`config.mk`:
```
export PLATFORM = sky130hd
export DESIGN_NAME = motor_load_stall_detect
export DESIGN_NICKNAME = d
export VERILOG_FILES = /design/src/load_sample_store.v /design/src/motor_load_stall_detect.v
export VERILOG_INCLUDE_DIRS = /design/src
export SDC_FILE = /design/constraint.sdc
export NUM_CORES = 1
export LEC_CHECK = 0
export BUFFER_PORTS_ARGS = -buffer_cell sky130_fd_sc_hd__buf_2
export CORE_MARGIN = 2
export CORE_UTILIZATION = 60
export CTS_CLUSTER_SIZE = 30
export DETAILED_ROUTE_END_ITERATION = 16
export PLACE_DENSITY = 0.79
export SLEW_MARGIN = 10
export SYNTH_ARGS = -nofsm -noshare
export SYNTH_HDL_FRONTEND = slang
export SYNTH_SLANG_ARGS = --single-unit
```
`constraint.sdc`:
```
create_clock -name sys_clk -period 4.3 [get_ports sys_clk]
set_clock_uncertainty 0.05 [all_clocks]
set_input_delay 0.86 -clock sys_clk [delete_from_list [all_inputs] [get_ports sys_clk]]
set_output_delay 0.86 -clock sys_clk [all_outputs]
set_load 0.03 [all_outputs]
```
`src/load_stall_defines.vh`:
```
// constants for the motor load measurement and stall detection block
// assumes a 20 MHz system clock and a 32-bit register bus, byte addressed
`ifndef LOAD_STALL_DEFINES_VH
`define LOAD_STALL_DEFINES_VH

`define CLK_PERIOD_NS        32'd50
`define STALL_PULSE_NS       32'd1000
`define STALL_PULSE_CYCLES   ((`STALL_PULSE_NS + `CLK_PERIOD_NS - 32'd1) / `CLK_PERIOD_NS)

`define ADDR_W               8
`define LOAD_W               10
`define LOAD_MAX             10'h3ff
`define OFFSET_W             7
`define OFFSET_SHIFT         3
`define INTERVAL_W           20
`define INTERVAL_MAX         20'hfffff
`define STEPS_PER_PERIOD     2'h3

`define REG_CONFIG           8'h00
`define REG_LOWER_LIMIT      8'h04
`define REG_UPPER_LIMIT      8'h08
`define REG_LOAD_VALUE       8'h0c
`define REG_STEP_INTERVAL    8'h10
`define REG_INT_STATUS       8'h14
`define REG_INT_CLEAR        8'h18
`define REG_INT_ENABLE       8'h1c

`define CFG_OFFSET_LSB       0
`define CFG_OFFSET_MSB       6
`define CFG_FILTER_BIT       8
`define CFG_ROUTE_A_BIT      9
`define CFG_ROUTE_B_BIT      10

`define INT_W                3
`define INT_STALL_BIT        0
`define INT_UPDATE_BIT       1
`define INT_WINDOW_BIT       2

`define RST_CONFIG           11'h000
`define RST_LOWER_LIMIT      20'h00000
`define RST_UPPER_LIMIT      20'h00000
`define RST_LOAD_VALUE       10'h000
`define RST_INT_ENABLE       3'h0

`endif

```
`src/load_sample_store.v`:
```
// four-word store of per-step load readings with a registered sum
// assumes writes arrive one word per enabled clock at most
`timescale 1ns/1ps
`include "load_stall_defines.vh"

module load_sample_store (
  input  wire                 sys_clk,
  input  wire                 rst_n,
  input  wire                 clk_en,
  input  wire                 clear,
  input  wire                 wr_en,
  input  wire [1:0]           wr_idx,
  input  wire [`LOAD_W-1:0]   wr_data,
  output reg  [`LOAD_W+1:0]   sum_out
);

  reg [`LOAD_W-1:0] mem [0:3];
  integer           i;

  always @(posedge sys_clk) begin
    if (!rst_n) begin
      for (i = 0; i < 4; i = i + 1) begin
        mem[i] <= {`LOAD_W{1'b0}};
      end
      sum_out <= {(`LOAD_W+2){1'b0}};
    end else if (clk_en) begin
      if (clear) begin
        for (i = 0; i < 4; i = i + 1) begin
          mem[i] <= {`LOAD_W{1'b0}};
        end
      end else if (wr_en) begin
        mem[wr_idx] <= wr_data;
      end
      sum_out <= {2'b00, mem[0]} + {2'b00, mem[1]} + {2'b00, mem[2]} + {2'b00, mem[3]};
    end
  end

endmodule // load_sample_store

```
`src/motor_load_stall_detect.v`:
```
// sensorless load measurement and stall detection with an avalon-mm slave
// assumes step and full-step pulses and raw load samples synchronous to sys_clk
//
// Summary of operation
// - reading saturates to zero when the motor runs at maximum load
// - larger reading means lighter load, zero means the heaviest load
// - signed threshold offset shifts the reading; lower offset, more sensitive
// - filter enable averages four full steps, one result per electrical period
// - stall signal can be routed to either fault pin
// - stall detection suppressed when velocity lies outside the limit window
// - separate upper velocity limit above which detection stops
// - stall gives zero unfiltered reading and a pulse on the routed fault pin
// - unfiltered reading updates once per motor full step
// - reading is a ten-bit unsigned value
`timescale 1ns/1ps
`include "load_stall_defines.vh"

module motor_load_stall_detect (
  input  wire                  sys_clk,
  input  wire                  rst_n,
  input  wire                  clk_en,
  input  wire                  step_pulse,
  input  wire                  fullstep_pulse,
  input  wire [`LOAD_W-1:0]    raw_load,
  input  wire [`ADDR_W-1:0]    avs_address,
  input  wire                  avs_read,
  input  wire                  avs_write,
  input  wire [31:0]           avs_writedata,
  input  wire [3:0]            avs_byteenable,
  output reg  [31:0]           avs_readdata,
  output reg                   avs_waitrequest,
  output reg                   fault_pin_a,
  output reg                   fault_pin_b,
  output reg                   irq
);

  // pulse length worked out in 32 bits, then cut to the counter width
  localparam [31:0] PULSE_CYCLES_FULL = `STALL_PULSE_CYCLES;
  localparam [5:0]  PULSE_CYCLES      = PULSE_CYCLES_FULL[5:0];

  // filter sequencer states
  localparam [1:0] FS_COLLECT = 2'b00;
  localparam [1:0] FS_SUM     = 2'b01;
  localparam [1:0] FS_TAKE    = 2'b10;

  // configuration and limits
  reg  [10:0]              config_reg;
  reg  [`INTERVAL_W-1:0]   lower_velocity_limit;
  reg  [`INTERVAL_W-1:0]   upper_velocity_limit;
  reg  [`INT_W-1:0]        int_status;
  reg  [`INT_W-1:0]        int_enable;

  // measurement state
  reg  [`LOAD_W-1:0]       load_measurement_value;
  reg  [`INTERVAL_W-1:0]   measured_step_interval;
  reg  [`INTERVAL_W-1:0]   interval_count;
  reg  [1:0]               sample_idx;
  reg  [1:0]               filt_state;
  reg                      filter_on_q;
  reg                      window_q;
  reg  [5:0]               pulse_count;

  wire [`OFFSET_W-1:0]     stall_threshold_offset;
  wire                     filter_en;
  wire                     route_a;
  wire                     route_b;
  wire [`LOAD_W+1:0]       sample_sum;
  wire [`LOAD_W-1:0]       inst_load;
  wire                     window_ok;
  wire                     full_step_evt;
  wire                     stall_trig;
  wire                     bus_write;
  wire                     bus_req;
  wire [`INT_W-1:0]        int_set;
  wire [`INT_W-1:0]        int_clr;
  wire [`INT_W-1:0]        next_int_status;
  reg  [31:0]              next_readdata;
  wire [31:0]              merged_config;
  wire [31:0]              merged_lower;
  wire [31:0]              merged_upper;
  wire                     filter_restart;

  // merge written bytes into a stored word
  function [31:0] merge_bytes;
    input [31:0] old_word;
    input [31:0] new_word;
    input [3:0]  be;
    integer      k;
    begin
      merge_bytes = old_word;
      for (k = 0; k < 4; k = k + 1) begin
        if (be[k]) begin
          merge_bytes[k*8 +: 8] = new_word[k*8 +: 8];
        end
      end
    end
  endfunction

  // raw reading plus scaled signed offset, saturated to ten bits
  function [`LOAD_W-1:0] apply_offset;
    input [`LOAD_W-1:0]   raw;
    input [`OFFSET_W-1:0] offset;
    reg   [11:0]          sum;
    begin
      sum = 12'h000;
      sum = {2'b00, raw} + {{2{offset[`OFFSET_W-1]}}, offset, 3'b000};
      if (sum[11]) begin
        apply_offset = {`LOAD_W{1'b0}};
      end else if (sum[10]) begin
        apply_offset = `LOAD_MAX;
      end else begin
        apply_offset = sum[`LOAD_W-1:0];
      end
    end
  endfunction

  // larger step interval means slower motor
  function in_window;
    input [`INTERVAL_W-1:0] interval;
    input [`INTERVAL_W-1:0] lower;
    input [`INTERVAL_W-1:0] upper;
    begin
      // zero lower limit keeps detection off; zero upper limit opens the fast end
      if (lower == {`INTERVAL_W{1'b0}}) begin
        in_window = 1'b0;
      end else begin
        in_window = (interval <= lower) && (interval >= upper);
      end
    end
  endfunction

  assign stall_threshold_offset = config_reg[`CFG_OFFSET_MSB:`CFG_OFFSET_LSB];
  assign filter_en = config_reg[`CFG_FILTER_BIT];
  assign route_a = config_reg[`CFG_ROUTE_A_BIT];
  assign route_b = config_reg[`CFG_ROUTE_B_BIT];

  assign inst_load = apply_offset(raw_load, stall_threshold_offset);
  assign window_ok = in_window(measured_step_interval, lower_velocity_limit,
                               upper_velocity_limit);
  assign full_step_evt = fullstep_pulse;
  // instantaneous per-step value drives stall, so filtering never delays it
  assign stall_trig = full_step_evt && (inst_load == {`LOAD_W{1'b0}}) && window_ok;

  assign bus_req = avs_read || avs_write;
  assign bus_write = avs_write && !avs_waitrequest;
  // toggling the filter throws away a partial group
  assign filter_restart = filter_en != filter_on_q;

  // ---------------- bus slave ----------------

  assign int_clr = (bus_write && (avs_address == `REG_INT_CLEAR))
                   ? avs_writedata[`INT_W-1:0] : {`INT_W{1'b0}};

  assign int_set[`INT_STALL_BIT] = stall_trig;
  assign int_set[`INT_UPDATE_BIT] = (!filter_en && full_step_evt)
                                    || (filter_en && filt_state == FS_TAKE);
  assign int_set[`INT_WINDOW_BIT] = window_ok && !window_q;

  // a set in the same cycle as its clear wins
  assign next_int_status = (int_status & ~int_clr) | int_set;

  // clear register and holes read as zero
  always @* begin
    case (avs_address)
      `REG_CONFIG:        next_readdata = {21'h000000, config_reg};
      `REG_LOWER_LIMIT:   next_readdata = {12'h000, lower_velocity_limit};
      `REG_UPPER_LIMIT:   next_readdata = {12'h000, upper_velocity_limit};
      `REG_LOAD_VALUE:    next_readdata = {22'h000000, load_measurement_value};
      `REG_STEP_INTERVAL: next_readdata = {12'h000, measured_step_interval};
      `REG_INT_STATUS:    next_readdata = {29'h00000000, int_status};
      `REG_INT_ENABLE:    next_readdata = {29'h00000000, int_enable};
      default:            next_readdata = 32'h00000000;
    endcase
  end

  // byte lanes merged at full width, then cut to each register's width
  assign merged_config = merge_bytes({21'h000000, config_reg}, avs_writedata,
                                     avs_byteenable);
  assign merged_lower = merge_bytes({12'h000, lower_velocity_limit}, avs_writedata,
                                    avs_byteenable);
  assign merged_upper = merge_bytes({12'h000, upper_velocity_limit}, avs_writedata,
                                    avs_byteenable);

  // one wait state: answer stands at the second edge of every request
  always @(posedge sys_clk) begin
    if (!rst_n) begin
      avs_waitrequest <= 1'b1;
      avs_readdata <= 32'h00000000;
    end else if (clk_en) begin
      if (!avs_waitrequest) begin
        avs_waitrequest <= 1'b1;
      end else if (bus_req) begin
        avs_waitrequest <= 1'b0;
        avs_readdata <= avs_read ? next_readdata : 32'h00000000;
      end
    end
  end

  // writable registers change only at the completing edge
  always @(posedge sys_clk) begin
    if (!rst_n) begin
      config_reg <= `RST_CONFIG;
      lower_velocity_limit <= `RST_LOWER_LIMIT;
      upper_velocity_limit <= `RST_UPPER_LIMIT;
      int_enable <= `RST_INT_ENABLE;
    end else if (clk_en && bus_write) begin
      case (avs_address)
        `REG_CONFIG: begin
          config_reg <= merged_config[10:0];
        end
        `REG_LOWER_LIMIT: begin
          lower_velocity_limit <= merged_lower[`INTERVAL_W-1:0];
        end
        `REG_UPPER_LIMIT: begin
          upper_velocity_limit <= merged_upper[`INTERVAL_W-1:0];
        end
        `REG_INT_ENABLE: begin
          int_enable <= avs_writedata[`INT_W-1:0];
        end
        default: begin
          int_enable <= int_enable;
        end
      endcase
    end
  end

  // ---------------- interrupts ----------------
  // irq updates at the same edge as status; a set beside its clear keeps the bit

  always @(posedge sys_clk) begin
    if (!rst_n) begin
      int_status <= {`INT_W{1'b0}};
      irq <= 1'b0;
      window_q <= 1'b0;
    end else if (clk_en) begin
      int_status <= next_int_status;
      irq <= |(next_int_status & int_enable);
      window_q <= window_ok;
    end
  end

  // ---------------- velocity measurement ----------------

  // saturating interval counter; a stopped motor reads as maximum interval
  always @(posedge sys_clk) begin
    if (!rst_n) begin
      interval_count <= {`INTERVAL_W{1'b0}};
      measured_step_interval <= `INTERVAL_MAX;
    end else if (clk_en) begin
      if (step_pulse) begin
        measured_step_interval <= interval_count;
        interval_count <= {{(`INTERVAL_W-1){1'b0}}, 1'b1};
      end else if (interval_count != `INTERVAL_MAX) begin
        interval_count <= interval_count + {{(`INTERVAL_W-1){1'b0}}, 1'b1};
      end else begin
        measured_step_interval <= `INTERVAL_MAX;
      end
    end
  end

  // ---------------- load measurement and filter ----------------

  load_sample_store u_store (
    .sys_clk (sys_clk),
    .rst_n   (rst_n),
    .clk_en  (clk_en),
    .clear   (filter_restart),
    .wr_en   (filter_en && full_step_evt),
    .wr_idx  (sample_idx),
    .wr_data (inst_load),
    .sum_out (sample_sum)
  );

  // in filtered mode the fourth sample starts a two-edge sum pipeline
  always @(posedge sys_clk) begin
    if (!rst_n) begin
      load_measurement_value <= `RST_LOAD_VALUE;
      sample_idx <= 2'b00;
      filt_state <= FS_COLLECT;
      filter_on_q <= 1'b0;
    end else if (clk_en) begin
      filter_on_q <= filter_en;
      if (filter_restart) begin
        sample_idx <= 2'b00;
        filt_state <= FS_COLLECT;
      end else if (!filter_en) begin
        if (full_step_evt) begin
          load_measurement_value <= inst_load;
        end
      end else begin
        if (full_step_evt) begin
          sample_idx <= sample_idx + 2'b01;
        end
        case (filt_state)
          FS_COLLECT: begin
            if (full_step_evt && sample_idx == `STEPS_PER_PERIOD) begin
              filt_state <= FS_SUM;
            end
          end
          FS_SUM: begin
            filt_state <= FS_TAKE;
          end
          FS_TAKE: begin
            // four ten-bit samples summed in twelve bits, divided by four
            load_measurement_value <= sample_sum[`LOAD_W+1:2];
            filt_state <= FS_COLLECT;
          end
          default: begin
            filt_state <= FS_COLLECT;
          end
        endcase
      end
    end
  end

  // ---------------- stall output ----------------

  // a fixed-width pulse so a slow controller sees a single event
  always @(posedge sys_clk) begin
    if (!rst_n) begin
      pulse_count <= 6'h00;
      fault_pin_a <= 1'b0;
      fault_pin_b <= 1'b0;
    end else if (clk_en) begin
      if (stall_trig) begin
        pulse_count <= PULSE_CYCLES;
        fault_pin_a <= route_a;
        fault_pin_b <= route_b;
      end else begin
        // pin falls after the counter's last cycle, giving the full width
        if (pulse_count != 6'h00) begin
          pulse_count <= pulse_count - 6'h01;
        end
        fault_pin_a <= route_a && (pulse_count > 6'h01);
        fault_pin_b <= route_b && (pulse_count > 6'h01);
      end
    end
  end

endmodule // motor_load_stall_detect

```
==> flow_summary.ini, run 1 <==
[logic_synthesis]
synth_area_leaders = dfxtp_1 (29%), edfxtp_1 (11%), ha_1 (8.9%)
synth_compound_area_share_pct = 15.3
synth_edf_count = 40
synth_fa_ha_area_share_pct = 11.1
async_flop_share_pct = 0
ys_ff_latch = 193
synthMuxAreaShare_pct = 5.78
yosys.area_share.simple_pct = 18.4
yosysTopAreaCellShare_pct = 28.5
synth-warning-count = 0
synth-xor-area-share_pct = 3.41
synth-main-ff-cell = dfxtp_1
synth_top_family_by_area = simple AND/OR/NAND/NOR gates
yosysSeqAreaShare_pct = 39.7
yosysTopAreaCell = dfxtp_1
synth_cell_types = 75
syn_area_per_cell_um2 = 9.27
syn_area_um2 = 10700
synth_cells = 1158

[sta]
hold_viol_final = 0
worst_pin_slew_ns = 1.13
finalSetupTns_ns = 0
finalHoldWorstSlack_ns = 0.425
fin_crit_ns = 3.94
fmax_ghz = 0.254
slew_headroom_pct = 24.1
rsz0062_at_grt = false
fin_crit_sh_pct = 91.7
setup_viol = 0
slew_viol_final = 0
worst_slack_ns = 0.358

[hold_path]
worstHoldStart = fault_pin_b
min_path_type = flop to flop
holdPathStages = 2
hold_end = fault_pin_b

[setup_path]
r2r_cells = 16
regToRegStartpoint = u_store.mem[1][1]
arrival_ns = 4.26
regToRegEndpoint = u_store.sum_out[10]
critical_path_class = flop to flop
timing.critical_path.fanout_max = 5
cp-end-kind = flop
critPathRequiredTime_ns = 4.62
rrSetupSlack_ns = 0.36
cp-start-kind = flop

[status]
outcome = complete, no violations

[power]
power_leakage_nw = 4.75
power.total_mw = 4.15
powerDensity_nw_per_um2 = 352
ir_drop_mv = 0.315

[global_routing]
grt_pass1_wl_um = 41400
grt_antenna_before_repair = 0
grt_pass1_vias = 8228
grt_max_degree = 116
grt_usage_pct = 28.3
overflow = 0

[floorplanning]
initial_utilization_pct = 61.7
io_pins = 97
num_rows = 48
die_h_um = 138
fp.dieW_um = 138
die_area_um2 = 19000
core_area_um2 = 17400

[drt]
initialDrtViolationCount = 619
dr.pass1.iters = 5
wire_per_inst_um = 17.7
drc = 0
via_per_inst = 5.89
num_vias = 8504
wirelength_um = 25600
ant_nets = 0

[cts]
cts_buffers = 17
clockBufferDepth = 2
cts_setup_buffers = 0
clkLatencyLatePin_ns = 0.44
clkTransAtPathRegs_ns = 0.07
cts_max_level = 4
cts_tree = built
cts_root_buf = clkbuf_16
cts.sinks = 193

[final_layout]
syn_to_final_growth_pct = 9.86
final_nets = 1355
utilization_pct = 67.7
mostFrequentLayoutCells = dfxtp_1 (153), inv_1 (98), nand2_1 (89)
antenna_cells = 0
layout-drive-gt1-share_pct = 10.6
final_common_cell = dfxtp_1
regMostFlops = u_store.mem
largest_reg_flops = 40

[placed_design]
io_buffers = 71
pre_cts_ws_ns = 0.296
routabilityCongestion = 0.871
dpl.hpwl_um = 18700

[job]
maxCapViolCount = 0
cell usage after synthesis, drive strengths merged, types with 5 or more instances:
cell type / instances
nor4: 10
o211a: 11
xor2: 20
nor2: 87
xnor2: 21
ha: 76
o211ai: 23
nor2b: 88
nand2: 90
a21boi: 6
a21oi: 50
nand3: 24
a222oi: 7
edfxtp: 40
o22a: 20
nor3: 12
nand4: 14
fa: 12
mux2i: 62
o21ai: 30
a22oi: 38
a2111oi: 5
nand2b: 7
clkbuf: 42
dfxtp: 153
inv: 98
buf: 23
and3: 12
and2: 12
a21o: 9
worst max path at each step:
stage / from / end / cells past startpoint
after floorplan: u_store.mem[1][1] / u_store.sum_out[10] / 16
after global placement: u_store.mem[1][1] / u_store.sum_out[10] / 16
after detailed placement: u_store.mem[1][1] / u_store.sum_out[10] / 16
after CTS: u_store.mem[1][1] / u_store.sum_out[10] / 16
after global routing: u_store.mem[1][1] / u_store.sum_out[10] / 16
final: u_store.mem[1][1] / u_store.sum_out[10] / 16
critical path: stages (launching register included):
cell	delay, ns
edfxtp_1	0.43
ha_1	0.32
a21o_1	0.16
a21oi_1	0.22
o21bai_1	0.09
a21oi_1	0.24
o21ai_0	0.20
xnor2_1	0.17
fa_1	0.51
inv_1	0.05
ha_1	0.37
and3_1	0.22
a31o_2	0.27
o41ai_2	0.23
xnor2_1	0.15
mux2i_1	0.08
nor2b_1	0.12
final cells by class:
type | instances | area [µm²]
Timing Repair Buffer | 83 | 445
Clock inverter | 14 | 160
Multi-Input combinational cell | 813 | 5850
Fill cell | 1388 | 5620
Sequential cell | 193 | 4260
Inverter | 98 | 368
Clock buffer | 18 | 429
Tap cell | 225 | 282
per-stage QoR:
stage / instance area [µm²] / std cells
floorplan: 10800 / 1169
global placement: 11200 / 1412
detailed placement: 11200 / 1412
CTS: 11800 / 1444
global route: 11800 / 1444
finish: 11800 / 1444
kinds of logic after synthesis:
group,Yosys count
flops,193
compound gates,229
buf+inv,163
mux,62
xor+xnor,41
simple gates,381
other cells,1
fa+ha+maj,88
repair_timing:
item,CTS,global route
resized for setup,0,1
hold buffers,0,0
endpoints found under the setup margin,0,1
report_power, final:
part	internal, mW	switching, mW
Clock	0.865	0.730
Combinational	0.243	0.326
Sequential	1.92	0.0699
metal layers:
layer / wire [µm] / vias up / global-route usage, %
met5: 0 / - / 0
met1: 11700 / 4054 / 38.6
li1: - / 4131 / -
met4: 731 / 0 / 11.5
met3: 1540 / 58 / 4.38
met2: 11600 / 261 / 45.2
No activity file was read; power rests on OpenSTA's default activity.
==> run 2, diff against run 1 <==
--- a/config.mk
+++ b/config.mk
@@ -15,4 +15,5 @@
 export SLEW_MARGIN = 10
 export SYNTH_ARGS = -nofsm -noshare
 export SYNTH_HDL_FRONTEND = slang
+export SYNTH_HIERARCHICAL = 1
 export SYNTH_SLANG_ARGS = --single-unit
==> flow_summary.ini, run 2 <==
[status]
outcome = complete, no violations

[global_routing]
grt_antenna_before_repair = 2
grt_pass1_wl_um = 42000
grt_usage_pct = 28.8
overflow = 0
grt_max_degree = 65
grt_pass1_vias = 8398

[setup_path]
cp-start-kind = flop
timing.critical_path.fanout_max = 3
critPathRequiredTime_ns = 4.61
r2r_cells = 12
cp-end-kind = flop
critical_path_class = flop to flop
arrival_ns = 3.68

[cts]
cts_setup_buffers = 0
cts.sinks = 193
cts_resized = 0
clkLatencyLatePin_ns = 0.44
cts_hold_repair.buffers = 0
clkTransAtPathRegs_ns = 0.07
clockBufferDepth = 2
cts_root_buf = clkbuf_16
cts_tree = built
cts_buffers = 17
cts_max_level = 4

[sta]
fin_crit_sh_pct = 78.3
slew_viol_final = 0
setup_viol = 0
rsz0062_at_grt = false
slew_headroom_pct = 24.1
finalHoldWorstSlack_ns = 0.407
hold_viol_final = 0
worst_pin_slew_ns = 1.14
worst_slack_ns = 0.935
fmax_ghz = 0.297
fin_crit_ns = 3.37
finalSetupTns_ns = 0

[final_layout]
largest_reg_flops = 40
fillCellCount = 1377
layout-drive-gt1-share_pct = 11.8
utilization_pct = 67.5
regMostFlops = u_store/mem
final_cell_area_um2 = 11600
mostFrequentLayoutCells = dfxtp_1 (153), nor2_1 (144), inv_1 (112)
syn_to_final_growth_pct = 10.2
final_nets = 1376
fin_cells = 1470
final_common_cell = dfxtp_1

[floorplanning]
die_area_um2 = 18700
fp.dieW_um = 137
initial_utilization_pct = 61.3
die_h_um = 137
io_pins = 97
core_area_um2 = 17200
num_rows = 48

[power]
powerDensity_nw_per_um2 = 350
ir_drop_mv = 0.264
power.total_mw = 4.08
power_leakage_nw = 4.68

[placed_design]
io_buffers = 71
placement.cell_area_um2 = 11100
dpl.hpwl_um = 19100
pre_cts_ws_ns = 0.745
dpl.cell_count = 1436
routabilityCongestion = 0.914

[drt]
dr.pass1.iters = 7
wirelength_um = 26100
drc = 0
ant_nets = 0
wire_per_inst_um = 17.7
initialDrtViolationCount = 690
via_per_inst = 5.92
num_vias = 8700

[logic_synthesis]
syn_area_um2 = 10600
synth-warning-count = 6
syn_area_per_cell_um2 = 8.98
synth_cells = 1176

[job]
maxCapViolCount = 0

[hold_path]
min_path_type = flop to flop
holdPathStages = 2
run 2: cell types whose count changed in the layout (fill, tap and decap cells not counted), sizes merged, moves of 11 or more:
cell	before	now
a22oi	38	13
inv	100	116
and2	12	44
a21oi	50	86
or3	3	15
nor2	87	146
ha	76	64
nor2b	88	10
o22a	20	0
o22ai	2	20
a222oi	7	18
o211ai	23	7
run 2: worst max-delay path: stages, from the launching register on:
cell,delay (ns)
edfxtp_1,0.32
inv_1,0.05
fa_1,0.53
inv_1,0.05
fa_1,0.51
ha_1,0.21
inv_1,0.07
fa_1,0.41
nand2b_1,0.16
a21oi_1,0.35
a41oi_2,0.21
nand2b_1,0.19
a31oi_1,0.17
run 2: layout make-up:
class / count / area, µm² / share of cell area (%)
Clock inverter: 11 / 76.3 / 0.656
Sequential cell: 193 / 4260 / 36.6
Clock buffer: 21 / 472 / 4.05
Multi-Input combinational cell: 817 / 5640 / 48.4
Antenna cell: 2 / 5.00 / 0.0430
Tap cell: 225 / 282 / 2.42
Inverter: 113 / 424 / 3.64
Timing Repair Buffer: 88 / 483 / 4.15
run 2: worst paths after layout:
check / startpoint / endpoint / slack, ns
setup / recovery: u_store/mem[3][1] / u_store/sum_out[11] / 0.93
hold reg to reg: avs_readdata[1] / avs_readdata[1] / 0.41
hold / removal: avs_readdata[1] / avs_readdata[1] / 0.41
setup reg to reg: u_store/mem[3][1] / u_store/sum_out[11] / 0.93
run 2: metal layers:
| layer | wire [µm] | part of all wire [%] | up-vias | GRT usage (%) |
|---|---|---|---|---|
| met3 | 1490 | 5.7 | 67 | 4.78 |
| met5 | 0 | 0 | - | 0 |
| met2 | 13100 | 50 | 324 | 50.8 |
| met4 | 762 | 2.9 | 0 | 11.9 |
| met1 | 10700 | 41 | 4124 | 34.8 |
| li1 | - | - | 4185 | - |
run 2: report_power, final:
group | internal [mW] | total [mW] | switching, mW
Combinational | 0.245 | 0.596 | 0.351
Sequential | 1.91 | 1.98 | 0.0628
Clock | 0.793 | 1.51 | 0.712
Total | 2.95 | 4.08 | 1.13
==> run 3, diff against run 2 <==
==> constraint.sdc (replaced) <==
create_clock -name sys_clk -period 3.5 [get_ports sys_clk]
set_clock_uncertainty 0.05 [all_clocks]
set_input_delay 0.7 -clock sys_clk [delete_from_list [all_inputs] [get_ports sys_clk]]
set_output_delay 0.7 -clock sys_clk [all_outputs]
set_load 0.03 [all_outputs]
==> flow_summary.ini, run 3 (synthesis results as in run 2) <==
[floorplanning]
initial_utilization_pct = 61.3
io_pins = 97
fp.dieW_um = 137
die_h_um = 137
die_area_um2 = 18700
num_rows = 48
core_area_um2 = 17200

[final_layout]
regMostFlops = u_store/mem
mostFrequentLayoutCells = dfxtp_1 (153), nor2_1 (144), inv_1 (112)
layout-drive-gt1-share_pct = 12.8
syn_to_final_growth_pct = 11.9
largest_reg_flops = 40
final_cell_area_um2 = 11800
final_common_cell = dfxtp_1
final_nets = 1390

[setup_path]
cp-end-kind = flop
timing.critical_path.fanout_max = 3
critPathRequiredTime_ns = 3.81
rrSetupSlack_ns = 0.24
r2r_cells = 12
critical_path_class = flop to flop
arrival_ns = 3.57
cp-start-kind = flop

[power]
power_leakage_nw = 4.77
powerDensity_nw_per_um2 = 441
ir_drop_mv = 0.399

[drt]
initialDrtViolationCount = 949
wire_per_inst_um = 17.8
wirelength_um = 26300
via_per_inst = 5.92
num_vias = 8791
ant_nets = 0
dr.pass1.iters = 8
drc = 0

[cts]
cts_hold_repair.buffers = 0
clkTransAtPathRegs_ns = 0.07
clockBufferDepth = 2
cts_tree = built
clkLatencyLatePin_ns = 0.44
cts_max_level = 4
cts_setup_buffers = 0
cts.sinks = 193
cts_root_buf = clkbuf_16
cts_buffers = 17
cts_resized = 0

[sta]
fmax_ghz = 0.306
setup_viol = 0
finalSetupTns_ns = 0
fin_crit_ns = 3.26
rsz0062_at_grt = false
fin_crit_sh_pct = 93.3
finalHoldWorstSlack_ns = 0.421
slew_headroom_pct = 45.2
worst_pin_slew_ns = 0.822
hold_viol_final = 0
slew_viol_final = 0

[global_routing]
grt_pass1_wl_um = 42400
grt_pass1_vias = 8333
overflow = 0
busiest_layer = met2
grt_antenna_before_repair = 2
grt_usage_pct = 29.4
grt_max_degree = 42
met3_usage_pct = 5.48
use_met1_pct = 35.0
grt_util_met2_pct = 51.7

[job]
maxCapViolCount = 0

[placed_design]
dpl.hpwl_um = 19300
placement.cell_area_um2 = 11200
routabilityCongestion = 0.874
io_buffers = 71

[hold_path]
min_path_type = flop to flop
holdPathStages = 2

[status]
outcome = complete, no violations
[run 3: layout make-up]
cell class / count / area (µm²)
tap: 225 / 282
clock buffer: 18 / 429
timing repair buffer: 102 / 601
sequential: 193 / 4260
fill: 1379 / 5420
antenna: 2 / 5.00
inverter: 113 / 424
multi-input combinational: 817 / 5640
clock inverter: 14 / 178
[run 3: per-stage QoR]
stage	setup WS, ns	instances	total power, mW	utilization (%)
final	0.236	1484	5.21	68.6
after CTS	0.213	1482	5.22	68.5
after global routing	0.0492	1482	5.42	68.5
after detailed placement	0.164	1450	3.21	65.0
after global placement	0.257	1450	3.19	65.0
after floorplan	0.522	1187	3.00	-
[run 3: worst max-delay path, stage by stage (launching register included)]
cell and delay, ns:
edfxtp_1 0.33, inv_1 0.05, fa_1 0.53, inv_1 0.05, fa_1 0.50, ha_1 0.19
inv_1 0.06, fa_1 0.39, nand2b_1 0.16, a21oi_1 0.29, a41oi_2 0.21, nand2b_1 0.19
a31oi_1 0.19
[run 3: path summary, 6_finish.rpt]
check,end,startpoint
worst max register to register,u_store/sum_out[11],u_store/mem[3][1]
worst min register to register,window_q,window_q
worst min-delay path,window_q,window_q
worst max-delay path,u_store/sum_out[11],u_store/mem[3][1]
[run 3: where the power goes]
part           leakage (nW)  switching (mW)  internal, mW
Clock                 0.288           0.895          1.14
Sequential             1.66          0.0822          2.35
Combinational          2.83           0.436         0.310
Total                  4.77            1.41          3.80
[run 3: metal layers]
layer  vias to the layer above  part of all wire (%)
met5                         -                     0
met4                         0                   3.6
met3                        67                   6.1
met2                       321                    51
met1                      4199                    39
li1                       4204                     -
